$ cat src/rtl/blt_pkg.sv
package blt_pkg;
	localparam int          REG_W            = 8;
	localparam int          ADDR_W           = 12;
	localparam int          MAX_BANKS        = 4;
	localparam int          PAT_LEN          = 8;
	localparam int          CLOCK_PERIOD_NS  = 25;
	localparam int          FUSE_LOAD_NS     = 10000;
	localparam int          FUSE_LOAD_CYCLES = (FUSE_LOAD_NS + CLOCK_PERIOD_NS - 1) / CLOCK_PERIOD_NS;
	localparam int          LINK_TIMEOUT_NS  = 1000;
	localparam int          LINK_TIMEOUT_CYC = LINK_TIMEOUT_NS / CLOCK_PERIOD_NS;
	localparam int          STICKY_REVISION  = 2;
	// Register offsets
	localparam logic [11:0] OFS_CONTROL      = 12'h010;
	localparam logic [11:0] OFS_CONFIG       = 12'h011;
	localparam logic [11:0] OFS_BUF_DELAY    = 12'h012;
	localparam logic [11:0] OFS_STATUS       = 12'h013;
	localparam logic [11:0] OFS_ALARM        = 12'h014;
	localparam logic [11:0] OFS_OSC_FREQ     = 12'h015;
	localparam logic [11:0] OFS_OSC_PHASE    = 12'h016;
	localparam logic [11:0] OFS_TEST_CTRL    = 12'h020;
	localparam logic [11:0] OFS_TEST_STATUS  = 12'h021;
	localparam logic [11:0] OFS_TEST_FAIL_AT = 12'h022;
	localparam logic [11:0] OFS_TEST_FAIL_D  = 12'h023;
	localparam logic [11:0] OFS_PATTERN      = 12'h028;
	localparam logic [11:0] OFS_EDGE_MAP     = 12'h030;
	localparam logic [11:0] OFS_FUSE_STATUS  = 12'h900;
	localparam logic [11:0] OFS_STICKY_CTRL  = 12'hb02;
	// Field positions
	localparam int          CTL_DATAPATH_ENABLE        = 0;
	localparam int          CTL_STROBE_ALIGN = 1;
	localparam int          CTL_REF_ALIGN    = 2;
	localparam int          CTL_OSC_EN       = 3;
	localparam int          CTL_OSC_CHG_BLK  = 4;
	localparam int          CTL_OSC_SYNC_SRC = 5;
	localparam int          CTL_TX_A         = 6;
	localparam int          CTL_TX_B         = 7;
	localparam int          CFG_DCM          = 2;
	localparam int          ST_STROBE_DET    = 0;
	localparam int          ST_REF_DET       = 1;
	localparam int          ALM_CLK          = 0;
	localparam int          ALM_STROBE       = 1;
	localparam int          ALM_REALIGN      = 2;
	localparam int          TC_ENABLE        = 0;
	localparam int          TC_CONT          = 1;
	localparam int          TC_STRB_LOCK     = 2;
	localparam int          TC_TRIGGER       = 3;
	localparam int          TC_MASK_LSB      = 4;
	localparam int          FUSE_DONE_BIT    = 0;
	localparam int          STICKY_EN_BIT    = 0;
	// Reset values
	localparam logic [7:0]  RST_REG          = 8'h00;

	typedef struct packed {
		logic       enable;
		logic       continuous;
		logic       strobe_lock;
		logic [3:0] mask;
		logic [3:0] used;
	} blt_test_cfg_type;
endpackage

$ cat src/rtl/blt_link_checker.sv
`timescale 1ns/10ps
module blt_link_checker
	import blt_pkg::*;
#(
	parameter int NUM_BANKS = 4
) (
	input  wire logic                         clock,
	input  wire logic                         resetn,
	input  wire blt_test_cfg_type             cfg,
	input  wire logic                         trigger,
	input  wire logic                         sample_valid,
	input  wire logic [2:0]                   sample_index,
	input  wire logic [NUM_BANKS*REG_W-1:0]   samples,
	input  wire logic [PAT_LEN*REG_W-1:0]     pattern,
	output logic                              running,
	output logic                              summary,
	output logic [NUM_BANKS-1:0]              line_miss,
	output logic [7:0]                        fail_at,
	output logic [7:0]                        fail_data
);
	logic [NUM_BANKS-1:0] bank_fail;
	logic [NUM_BANKS-1:0] active;
	logic [REG_W-1:0]     expected;
	logic [1:0]           first_bank;
	logic                 any_fail;

	assign expected = pattern[sample_index*REG_W +: REG_W];
	assign active   = ~cfg.mask[NUM_BANKS-1:0] & cfg.used[NUM_BANKS-1:0];

	genvar b;
	generate
		for (b = 0; b < NUM_BANKS; b++) begin : g_cmp
			// Masked or unused banks never record
			assign bank_fail[b] = sample_valid && running && active[b]
				&& (samples[b*REG_W +: REG_W] != expected);
		end
	endgenerate

	assign any_fail = |bank_fail;

	always_comb begin
		first_bank = '0;
		for (int i = NUM_BANKS - 1; i >= 0; i--) begin
			if (bank_fail[i]) begin
				first_bank = 2'(i);
			end
		end
	end

	always_ff @(posedge clock or negedge resetn) begin
		if (!resetn) begin
			running   <= 1'b0;
			summary   <= 1'b0;
			line_miss <= '0;
			fail_at   <= 8'h00;
			fail_data <= 8'h00;
		end else if (trigger) begin
			running   <= cfg.enable;
			summary   <= 1'b0;
			line_miss <= '0;
		end else if (any_fail) begin
			summary   <= 1'b1;
			line_miss <= line_miss | bank_fail;
			if (!cfg.continuous) begin
				// Stop on first failure, freeze the failing frame
				running   <= 1'b0;
				fail_at   <= {2'b00, first_bank, 1'b0, sample_index};
				fail_data <= samples[first_bank*REG_W +: REG_W];
			end
		end else if (!cfg.enable) begin
			running   <= 1'b0;
		end
	end
endmodule

$ cat src/rtl/blt_bringup_ctrl.sv
`timescale 1ns/10ps
// Functional notes
// - Fuse status bit 0 reads 1 once fuse loading finished; resets to 0.
// - Fuse loading starts by itself when reset is released.
// - Sticky enable set: edge map accumulates every detected reference edge position.
// - Sticky enable clear: edge map shows only the latest reference edge position.
// - Sticky function exists only when chip revision equals 2.
// - Transmission starts from transmit pin or per-channel enable bits; code also gates it with datapath enable (control bit 0).
// - With oscillator disabled, frequency and phase writes take effect directly.
// - Oscillator-only runs unaligned; reference edges align only when align enabled.
// - After oscillator enable, accumulators sync from the selected source.
// - Link test compares received samples against the eight-sample pattern.
// - Continuous 0 stops on failure; continuous 1 keeps running, updates flags.
// - Masked input banks record no link test failures.
// - Link test checks only banks used by channel config and dual mode.
module blt_bringup_ctrl
	import blt_pkg::*;
#(
	parameter int NUM_BANKS     = 4,
	parameter int CHIP_REVISION = 2
) (
	input  wire logic                       clock,
	input  wire logic                       resetn,
	input  wire logic [ADDR_W-1:0]          reg_addr,
	input  wire logic [REG_W-1:0]           reg_wdata,
	input  wire logic                       reg_write,
	input  wire logic                       reg_read,
	output logic      [REG_W-1:0]           reg_rdata,
	input  wire logic                       link_clock,
	input  wire logic [NUM_BANKS*REG_W-1:0] link_data,
	input  wire logic                       link_strobe,
	input  wire logic                       reference_edge,
	input  wire logic                       transmit_enable_pin,
	input  wire logic                       sync_request_low,
	output logic                            fuse_load_done,
	output logic                            transmit_active,
	output logic [1:0]                      channel_transmit,
	output logic [REG_W-1:0]                osc_frequency,
	output logic [REG_W-1:0]                osc_phase,
	output logic                            osc_sync_pulse,
	output logic [2:0]                      frame_position,
	output logic [3:0]                      elastic_buffer_delay
);
	initial begin
		if (NUM_BANKS < 1 || NUM_BANKS > MAX_BANKS) begin
			$error("NUM_BANKS out of range");
		end
	end

	// Pin synchronisers: 2 flops each before any logic
	localparam int SYNC_W = NUM_BANKS * REG_W + 5;
	logic [SYNC_W-1:0] pin_s1;
	logic [SYNC_W-1:0] pin_s2;
	logic              link_clock_d;
	always_ff @(posedge clock or negedge resetn) begin
		if (!resetn) begin
			pin_s1       <= '0;
			pin_s2       <= '0;
			link_clock_d <= 1'b0;
		end else begin
			pin_s1       <= {link_data, link_strobe, reference_edge,
				transmit_enable_pin, sync_request_low, link_clock};
			pin_s2       <= pin_s1;
			link_clock_d <= pin_s2[0];
		end
	end

	wire [NUM_BANKS*REG_W-1:0] data_s = pin_s2[SYNC_W-1:5];
	wire strobe_s    = pin_s2[4];
	wire ref_s       = pin_s2[3];
	wire tx_pin_s    = pin_s2[2];
	wire link_clk_s  = pin_s2[0];
	wire link_edge   = link_clk_s ^ link_clock_d;
	wire link_rise   = link_clk_s & ~link_clock_d;

	// Registers
	logic [7:0]       control;
	logic [7:0]       config_reg;
	logic [3:0]       buf_delay;
	logic [1:0]       status;
	logic [2:0]       alarm;
	logic [7:0]       osc_freq_stage;
	logic [7:0]       osc_phase_stage;
	logic [7:0]       test_ctrl;
	logic [7:0]       pattern [PAT_LEN];
	logic             sticky_en;
	logic [7:0]       edge_map;
	logic             strobe_d;
	logic             ref_d;
	logic [2:0]       sample_index;
	logic [7:0]       pos_count;
	logic [7:0]       link_idle;
	logic [15:0]      fuse_count;
	logic             osc_en_d;
	logic             osc_pending;
	logic             link_running;

	// Decode
	wire wr_control  = reg_write && reg_addr == OFS_CONTROL;
	wire wr_config   = reg_write && reg_addr == OFS_CONFIG;
	wire wr_delay    = reg_write && reg_addr == OFS_BUF_DELAY;
	wire wr_status   = reg_write && reg_addr == OFS_STATUS;
	wire wr_alarm    = reg_write && reg_addr == OFS_ALARM;
	wire wr_freq     = reg_write && reg_addr == OFS_OSC_FREQ;
	wire wr_phase    = reg_write && reg_addr == OFS_OSC_PHASE;
	wire wr_test     = reg_write && reg_addr == OFS_TEST_CTRL;
	wire wr_sticky   = reg_write && reg_addr == OFS_STICKY_CTRL;
	wire wr_pattern  = reg_write && reg_addr[11:3] == OFS_PATTERN[11:3];
	wire trigger     = wr_test && reg_wdata[TC_TRIGGER];

	// Sticky function only on the revision that carries it
	localparam logic STICKY_PRESENT = (CHIP_REVISION == STICKY_REVISION);

	wire datapath_enable       = control[CTL_DATAPATH_ENABLE];
	wire osc_en      = control[CTL_OSC_EN];
	wire strobe_rise = strobe_s & ~strobe_d & link_edge;
	wire ref_rise    = ref_s & ~ref_d;
	// Oscillator-only: no realign unless alignment is enabled
	wire ref_align   = ref_rise && control[CTL_REF_ALIGN];
	wire strobe_lock = test_ctrl[TC_STRB_LOCK] && link_running;
	wire strobe_align = strobe_rise && control[CTL_STROBE_ALIGN] && !strobe_lock;
	wire realign     = (ref_align || strobe_align) && sample_index != 3'd0;
	wire sample_ok   = datapath_enable && link_edge;
	wire [7:0] edge_hit = 8'h01 << pos_count[2:0];

	// Oscillator settings pass through while disabled or unblocked
	wire osc_load    = !osc_en || !control[CTL_OSC_CHG_BLK];
	// Sync source 0: enable edge; source 1: next reference edge
	wire osc_rise    = osc_en && !osc_en_d;
	wire osc_fire    = control[CTL_OSC_SYNC_SRC] ? (osc_pending && ref_rise) : osc_rise;

	function automatic logic [3:0] used_banks(input logic [1:0] cfg, input logic dcm);
		logic [3:0] r;
		r = 4'hf;
		if (!dcm) begin
			unique case (cfg)
				2'd0:    r = 4'h3;
				2'd1:    r = 4'hc;
				default: r = 4'hf;
			endcase
		end
		return r;
	endfunction

	// Link test
	blt_test_cfg_type     test_cfg;
	logic                 link_summary;
	logic [NUM_BANKS-1:0] link_miss;
	logic [7:0]           fail_at;
	logic [7:0]           fail_data;
	logic [PAT_LEN*REG_W-1:0] pattern_flat;

	genvar p;
	generate
		for (p = 0; p < PAT_LEN; p++) begin : g_pat
			assign pattern_flat[p*REG_W +: REG_W] = pattern[p];
		end
	endgenerate

	assign test_cfg = '{
		enable:      test_ctrl[TC_ENABLE],
		continuous:  test_ctrl[TC_CONT],
		strobe_lock: test_ctrl[TC_STRB_LOCK],
		mask:        test_ctrl[7:TC_MASK_LSB],
		used:        used_banks(config_reg[1:0], config_reg[CFG_DCM])
	};

	blt_link_checker #(
		.NUM_BANKS (NUM_BANKS)
	) u_checker (
		.clock        (clock),
		.resetn       (resetn),
		.cfg          (test_cfg),
		.trigger      (trigger),
		.sample_valid (sample_ok),
		.sample_index (sample_index),
		.samples      (data_s),
		.pattern      (pattern_flat),
		.running      (link_running),
		.summary      (link_summary),
		.line_miss    (link_miss),
		.fail_at      (fail_at),
		.fail_data    (fail_data)
	);

	// Control registers
	always_ff @(posedge clock or negedge resetn) begin
		if (!resetn) begin
			control         <= RST_REG;
			config_reg      <= RST_REG;
			buf_delay       <= '0;
			osc_freq_stage  <= RST_REG;
			osc_phase_stage <= RST_REG;
			test_ctrl       <= RST_REG;
			sticky_en       <= 1'b0;
			for (int i = 0; i < PAT_LEN; i++) begin
				pattern[i] <= RST_REG;
			end
		end else begin
			if (wr_control) control <= reg_wdata;
			if (wr_config) config_reg <= reg_wdata;
			if (wr_delay) buf_delay <= reg_wdata[3:0];
			if (wr_freq) osc_freq_stage <= reg_wdata;
			if (wr_phase) osc_phase_stage <= reg_wdata;
			if (wr_test) test_ctrl <= {reg_wdata[7:4], 1'b0, reg_wdata[2:0]};
			// Bit 3 is the trigger and is not stored
			if (wr_sticky) sticky_en <= reg_wdata[STICKY_EN_BIT] & STICKY_PRESENT;
			if (wr_pattern) pattern[reg_addr[2:0]] <= reg_wdata;
		end
	end

	// Status, alarms and edge map: hardware set beats software clear
	wire [1:0] status_set = {ref_align, strobe_align};
	wire [2:0] alarm_set;
	assign alarm_set[ALM_CLK]     = datapath_enable && link_idle == 8'(LINK_TIMEOUT_CYC);
	assign alarm_set[ALM_STROBE]  = datapath_enable && strobe_rise && !control[CTL_STROBE_ALIGN]
		&& sample_index != 3'd0;
	assign alarm_set[ALM_REALIGN] = realign;
	wire sticky_start = wr_sticky && reg_wdata[STICKY_EN_BIT] && !sticky_en;

	always_ff @(posedge clock or negedge resetn) begin
		if (!resetn) begin
			status   <= '0;
			alarm    <= '0;
			edge_map <= 8'h00;
		end else begin
			status <= (status & ~(wr_status ? reg_wdata[1:0] : 2'b00)) | status_set;
			alarm  <= (alarm & ~(wr_alarm ? reg_wdata[2:0] : 3'b000)) | alarm_set;
			if (ref_rise) begin
				// Accumulate or replace per sticky enable
				edge_map <= (sticky_en && !sticky_start) ? (edge_map | edge_hit) : edge_hit;
			end else if (sticky_start) begin
				edge_map <= 8'h00;
			end
		end
	end

	// Link clock phase tracking and frame position
	always_ff @(posedge clock or negedge resetn) begin
		if (!resetn) begin
			strobe_d     <= 1'b0;
			ref_d        <= 1'b0;
			sample_index <= '0;
			pos_count    <= 8'h00;
			link_idle    <= 8'h00;
		end else begin
			// Strobe is judged sample to sample; it settles before the link edge
			if (link_edge) strobe_d <= strobe_s;
			ref_d     <= ref_s;
			pos_count <= link_rise ? 8'h00 : (pos_count == 8'hff ? pos_count : pos_count + 8'h01);
			link_idle <= (link_edge || !datapath_enable) ? 8'h00
				: (link_idle == 8'hff ? link_idle : link_idle + 8'h01);
			if (ref_align) begin
				sample_index <= 3'd0;
			end else if (strobe_align) begin
				// Strobe marks sample 0, so the next sample is 1
				sample_index <= 3'd1;
			end else if (sample_ok) begin
				sample_index <= sample_index + 3'd1;
			end
		end
	end

	// Fuse load starts at reset release, no command needed
	always_ff @(posedge clock or negedge resetn) begin
		if (!resetn) begin
			fuse_count     <= '0;
			fuse_load_done <= 1'b0;
		end else if (fuse_count != 16'(FUSE_LOAD_CYCLES)) begin
			fuse_count     <= fuse_count + 16'd1;
		end else begin
			fuse_load_done <= 1'b1;
		end
	end

	// Oscillator
	always_ff @(posedge clock or negedge resetn) begin
		if (!resetn) begin
			osc_frequency  <= RST_REG;
			osc_phase      <= RST_REG;
			osc_en_d       <= 1'b0;
			osc_pending    <= 1'b0;
			osc_sync_pulse <= 1'b0;
		end else begin
			osc_en_d       <= osc_en;
			osc_sync_pulse <= osc_fire;
			osc_pending    <= osc_en && !osc_fire && (osc_pending || osc_rise);
			if (osc_load) begin
				osc_frequency <= osc_freq_stage;
				osc_phase     <= osc_phase_stage;
			end
		end
	end

	// Transmit from pin or register bits
	assign channel_transmit     = datapath_enable ? (control[CTL_TX_B:CTL_TX_A] | {2{tx_pin_s}}) : 2'b00;
	assign transmit_active      = |channel_transmit;
	assign frame_position       = sample_index;
	assign elastic_buffer_delay = buf_delay;

	// Read mux
	logic [7:0] read_mux;
	wire  [3:0] miss_wide = 4'(link_miss);
	always_comb begin
		read_mux = 8'h00;
		unique case (reg_addr)
			OFS_CONTROL:      read_mux = control;
			OFS_CONFIG:       read_mux = config_reg;
			OFS_BUF_DELAY:    read_mux = {4'h0, buf_delay};
			OFS_STATUS:       read_mux = {5'h00, transmit_active, status};
			OFS_ALARM:        read_mux = {5'h00, alarm};
			OFS_OSC_FREQ:     read_mux = osc_freq_stage;
			OFS_OSC_PHASE:    read_mux = osc_phase_stage;
			OFS_TEST_CTRL:    read_mux = test_ctrl;
			OFS_TEST_STATUS:  read_mux = {miss_wide, 2'b00, link_summary, link_running};
			OFS_TEST_FAIL_AT: read_mux = fail_at;
			OFS_TEST_FAIL_D:  read_mux = fail_data;
			OFS_EDGE_MAP:     read_mux = edge_map;
			OFS_FUSE_STATUS:  read_mux = {7'h00, fuse_load_done};
			OFS_STICKY_CTRL:  read_mux = {7'h00, sticky_en};
			default: begin
				if (reg_addr[11:3] == OFS_PATTERN[11:3]) begin
					read_mux = pattern[reg_addr[2:0]];
				end
			end
		endcase
	end

	// Data only in the cycle after the read strobe
	always_ff @(posedge clock or negedge resetn) begin
		if (!resetn) begin
			reg_rdata <= 8'h00;
		end else begin
			reg_rdata <= reg_read ? read_mux : 8'h00;
		end
	end
endmodule

$ cat config.mk
export PLATFORM = sky130hd
export DESIGN_NAME = blt_bringup_ctrl
export DESIGN_NICKNAME = d
export VERILOG_FILES = /design/src/rtl/blt_pkg.sv /design/src/rtl/blt_link_checker.sv /design/src/rtl/blt_bringup_ctrl.sv
export SDC_FILE = /design/constraint.sdc
export NUM_CORES = 1
export LEC_CHECK = 0
export BUFFER_PORTS_ARGS = -buffer_cell sky130_fd_sc_hd__buf_2
export CORE_MARGIN = 2
export CORE_UTILIZATION = 50
export CTS_CLUSTER_SIZE = 25
export DETAILED_ROUTE_END_ITERATION = 12
export PLACE_DENSITY = 0.71
export SLEW_MARGIN = 5
export SYNTH_ARGS = -nofsm -noshare
export SYNTH_HDL_FRONTEND = slang
export SYNTH_SLANG_ARGS = --single-unit
$ cat constraint.sdc
create_clock -name clock -period 6.1 [get_ports clock]
set_input_delay 0.61 -clock clock [delete_from_list [all_inputs] [get_ports clock]]
set_output_delay 0.61 -clock clock [all_outputs]
set_load 0.005 [all_outputs]
==> results.md <==
* Outcome: completed
* Post-synthesis mux area share at 18.37%
* Pwr dens at about 280 nW/µm²
* Area grow syn2layout at 14.85%
* Multi-input gate area in the final layout at around 5200 µm²
* First-pass GRT wire length at 47830 µm
* Relative slew slack at 18.30%
* Synth cell types at 63
* Max FFs per register at 64
* Fin. max-slew vios at 0
* GP Congestion at 0.8981
* Max rail drop VDD at between 0.2 and 0.3 mV
* Vias in the first global route at 8540
* Leak pwr at approximately 6.7 nW
* Detailed Routing Iterations Pass 1 at 6
* H-tree depth at 1
* Antenna Nets Post-Route at 0
* CTS tree: done
* Sum of negative setup slack at 0 ns
* Max Freq at roughly 240 MHz
* Fraction of registers with async set/reset at between 90% and 100%
* Largest regs: pattern: 64 flops, pin_s1: 36 flops, pin_s2: 36 flops
* Worst hold path type: in2async
* Syn_nets at 1054
* # rows at 57
* Post-synth top area share at 55.96%
* Xor and xnor area share after synthesis at a little over 3%
* Post-route cell area at about 14000 µm²
* Layout cells sized above 1 at 28.27%
* Final Skew at about 0.013 ns
* Initial Utilization at 50.96%
* Die height at 161.7 µm
* Num CTS Buffers at 29
* Initial antenna violation count at 1
* Required @ worst endpoint at 6.60 ns
* CP Launch Type: flop
* DR iter-0 viols at 763
* Largest reg by FF count: pattern
* Register area at about 7000 µm²
* Cells after DPL at 1370
* Area of the mapped netlist at 12430 µm²
* Top cells by area, synth: dfrtp_1, mux2_2, mux4_2
* Largest net degree at the start of global routing at 190
* Clock root buffer: clkbuf_16
* Core area at ~24000 µm²
* # hold bufs at CTS at 0
* Final std cells w/o fill at 1425
* Synth Area in Adders at 1.309%
* Yosys warning total at 0
* Final period util at 68.65%
* CP Class: reg2reg
* Post-CTS Setup Repair Bufs at 0
* Overflow after GRT at 0
* Sink Count at between 200 and 300
* Met3 Resource Use GR at 3.958%
* Die Span X at approximately 160 µm
* Post-cts resize count at 0
* GRT Total Usage at 23.11%
* Worst Setup End Kind: flop
* M1 GR Usage at 33.06%
* Top post-synthesis cells by count: dfrtp_1, mux2_2, nor2_1, nand2_1, o21ai_0
* Final Setup Violations at 0
* Top FF cell, synth: dfrtp_1
* Mapped Cells at 980
* WL/cell at around 20 µm
* Post-synth top area cell: dfrtp_1
* Vias per cell at between 5 and 6
* Io pins at 97
* Port bufs at 95
* Total Wirelength at 29150 µm
* Nets at 1151
* RSZ-0062 raised after global routing: no
* Grt met2 use at 36.29%
* Post-synth EDFFs at 0
* Post-layout min period at 4.188 ns
* Remaining routing DRC violations at 0
* Clock Tree Buf Depth at 3
* Crit path DAT at 4.68 ns
* Clock latency on the worst-skew pair at 0.56 ns
* Fill count at 2008
* Simple-Gate Fraction of Synth Area at around a tenth
* Grt peak-use layer: met2
* Via count at 8422
* DP Area at 13240 µm²
* Crit Path Max Fanout at 21
* Final hold violations at 0
* Hpwl dp at between 15000 and 20000 µm
* Most frequent cell after synthesis: dfrtp_1
* Sequential area share after synthesis at a little under three fifths
* #FFs+latches synth at 278
* Least-Margin Pin Slew at 1.221 ns
* Max Cap Viol at 0
* Post-synthesis compound-gate area fraction at 9.300%
* Die Footprint at around 26000 µm²
* Largest family of logic cells by synthesized area: multiplexers
* Avg Synthesized Cell Area at approximately 13 µm²
* Clk pin slew, worst setup/hold paths at 0.06 ns
final timing paths:
check | startpoint | cells after the start | end | slack (ns)
worst max-delay path | frame_position[0]$_DFFE_PN0P_ | 9 | u_checker.fail_data[0]$_DFFE_PN0P_ | 1.91
worst min-delay path | resetn | 1 | pin_s2[3]$_DFF_PN0_ | 0.02
worst max register to register | frame_position[0]$_DFFE_PN0P_ | 9 | u_checker.fail_data[0]$_DFFE_PN0P_ | 1.91
worst min register to register | pin_s1[19]$_DFF_PN0_ | 0 | pin_s2[19]$_DFF_PN0_ | 0.34
max in group asynchronous | resetn | 2 | fuse_count[2]$_DFFE_PN0P_ | 4.58
min in group clock | reference_edge | 1 | pin_s1[3]$_DFF_PN0_ | 0.15
critical path, cell delays in order, from the launching register on:
cell and delay, ns:
dfrtp_1 0.61, buf_4 0.41, mux4_2 0.59, mux2i_4 0.31, xor2_1 0.18, nand4_1 0.14
o31ai_2 0.87, a41o_1 0.70, a22oi_1 0.19, nand3_1 0.11
cells by family (layout without fill, tap and decap cells):
group / after synthesis / count (layout)
AOI/OAI and AO/OA: 157 / 157
xor gates and xnor gates: 43 / 43
adders and majority gates: 13 / 13
buffers and inverters: 67 / 187
DFF: 278 / 278
muxes: 179 / 179
other: 0 / 1
and+or+nand+nor: 243 / 243
stage by stage:
stage | setup slack (ns) | hold WS, ns | power (mW) | util [%]
after floorplan | 3.083 | 0.3144 | 2.055 | -
after global placement | 2.012 | 0.3337 | 2.152 | 54.28
after detailed placement | 1.955 | 0.3347 | 2.158 | 54.28
after CTS | 1.926 | 0.05008 | 4.047 | 58.52
after global routing | 1.584 | 0.07888 | 4.145 | 58.52
final | 1.912 | 0.02033 | 4.006 | 58.53
final cells by class:
class	instances	area share, %
clock buffer	36	5.548
clock inverter	18	1.692
inverter	32	0.8414
multi-input combinational	635	36.53
antenna	1	0.01753
sequential	278	48.73
tap	324	2.840
timing repair buffer	101	3.804
metal layers:
layer | share of wire (%) | wire (µm)
met4 | 3.4 | 998
met3 | 6.9 | 1999
met2 | 46 | 13420
met1 | 44 | 12720
met5 | 0.045 | 13
cells in the final DEF (no fill, tap or decap), types with 7 or more instances in the layout:
cell type,synthesis,layout
a21oi_1,11,11
a222oi_1,9,9
a22o_1,13,13
a22oi_1,22,22
buf_2,2,94
clkbuf_16,0,29
clkinv_2,0,7
dfrtp_1,278,278
ha_1,13,13
inv_1,31,31
mux2_1,17,17
mux2_2,117,117
mux2i_1,17,17
mux4_2,24,24
nand2_1,50,50
nand3_1,25,25
nand4_1,31,31
nor2_1,62,62
nor3_1,17,16
o21ai_0,39,39
o21ai_1,9,9
or3_1,21,21
xnor2_1,23,23
xor2_1,20,20
report_power, final:
part | total, mW | internal (mW) | switching [mW] | leakage (nW)
Combinational | 0.187 | 0.0676 | 0.120 | 2.54
Sequential | 1.94 | 1.90 | 0.0388 | 3.63
Clock | 1.88 | 1.14 | 0.746 | 0.504
Total | 4.01 | 3.10 | 0.905 | 6.67
Power figures use the tool's default switching activity.
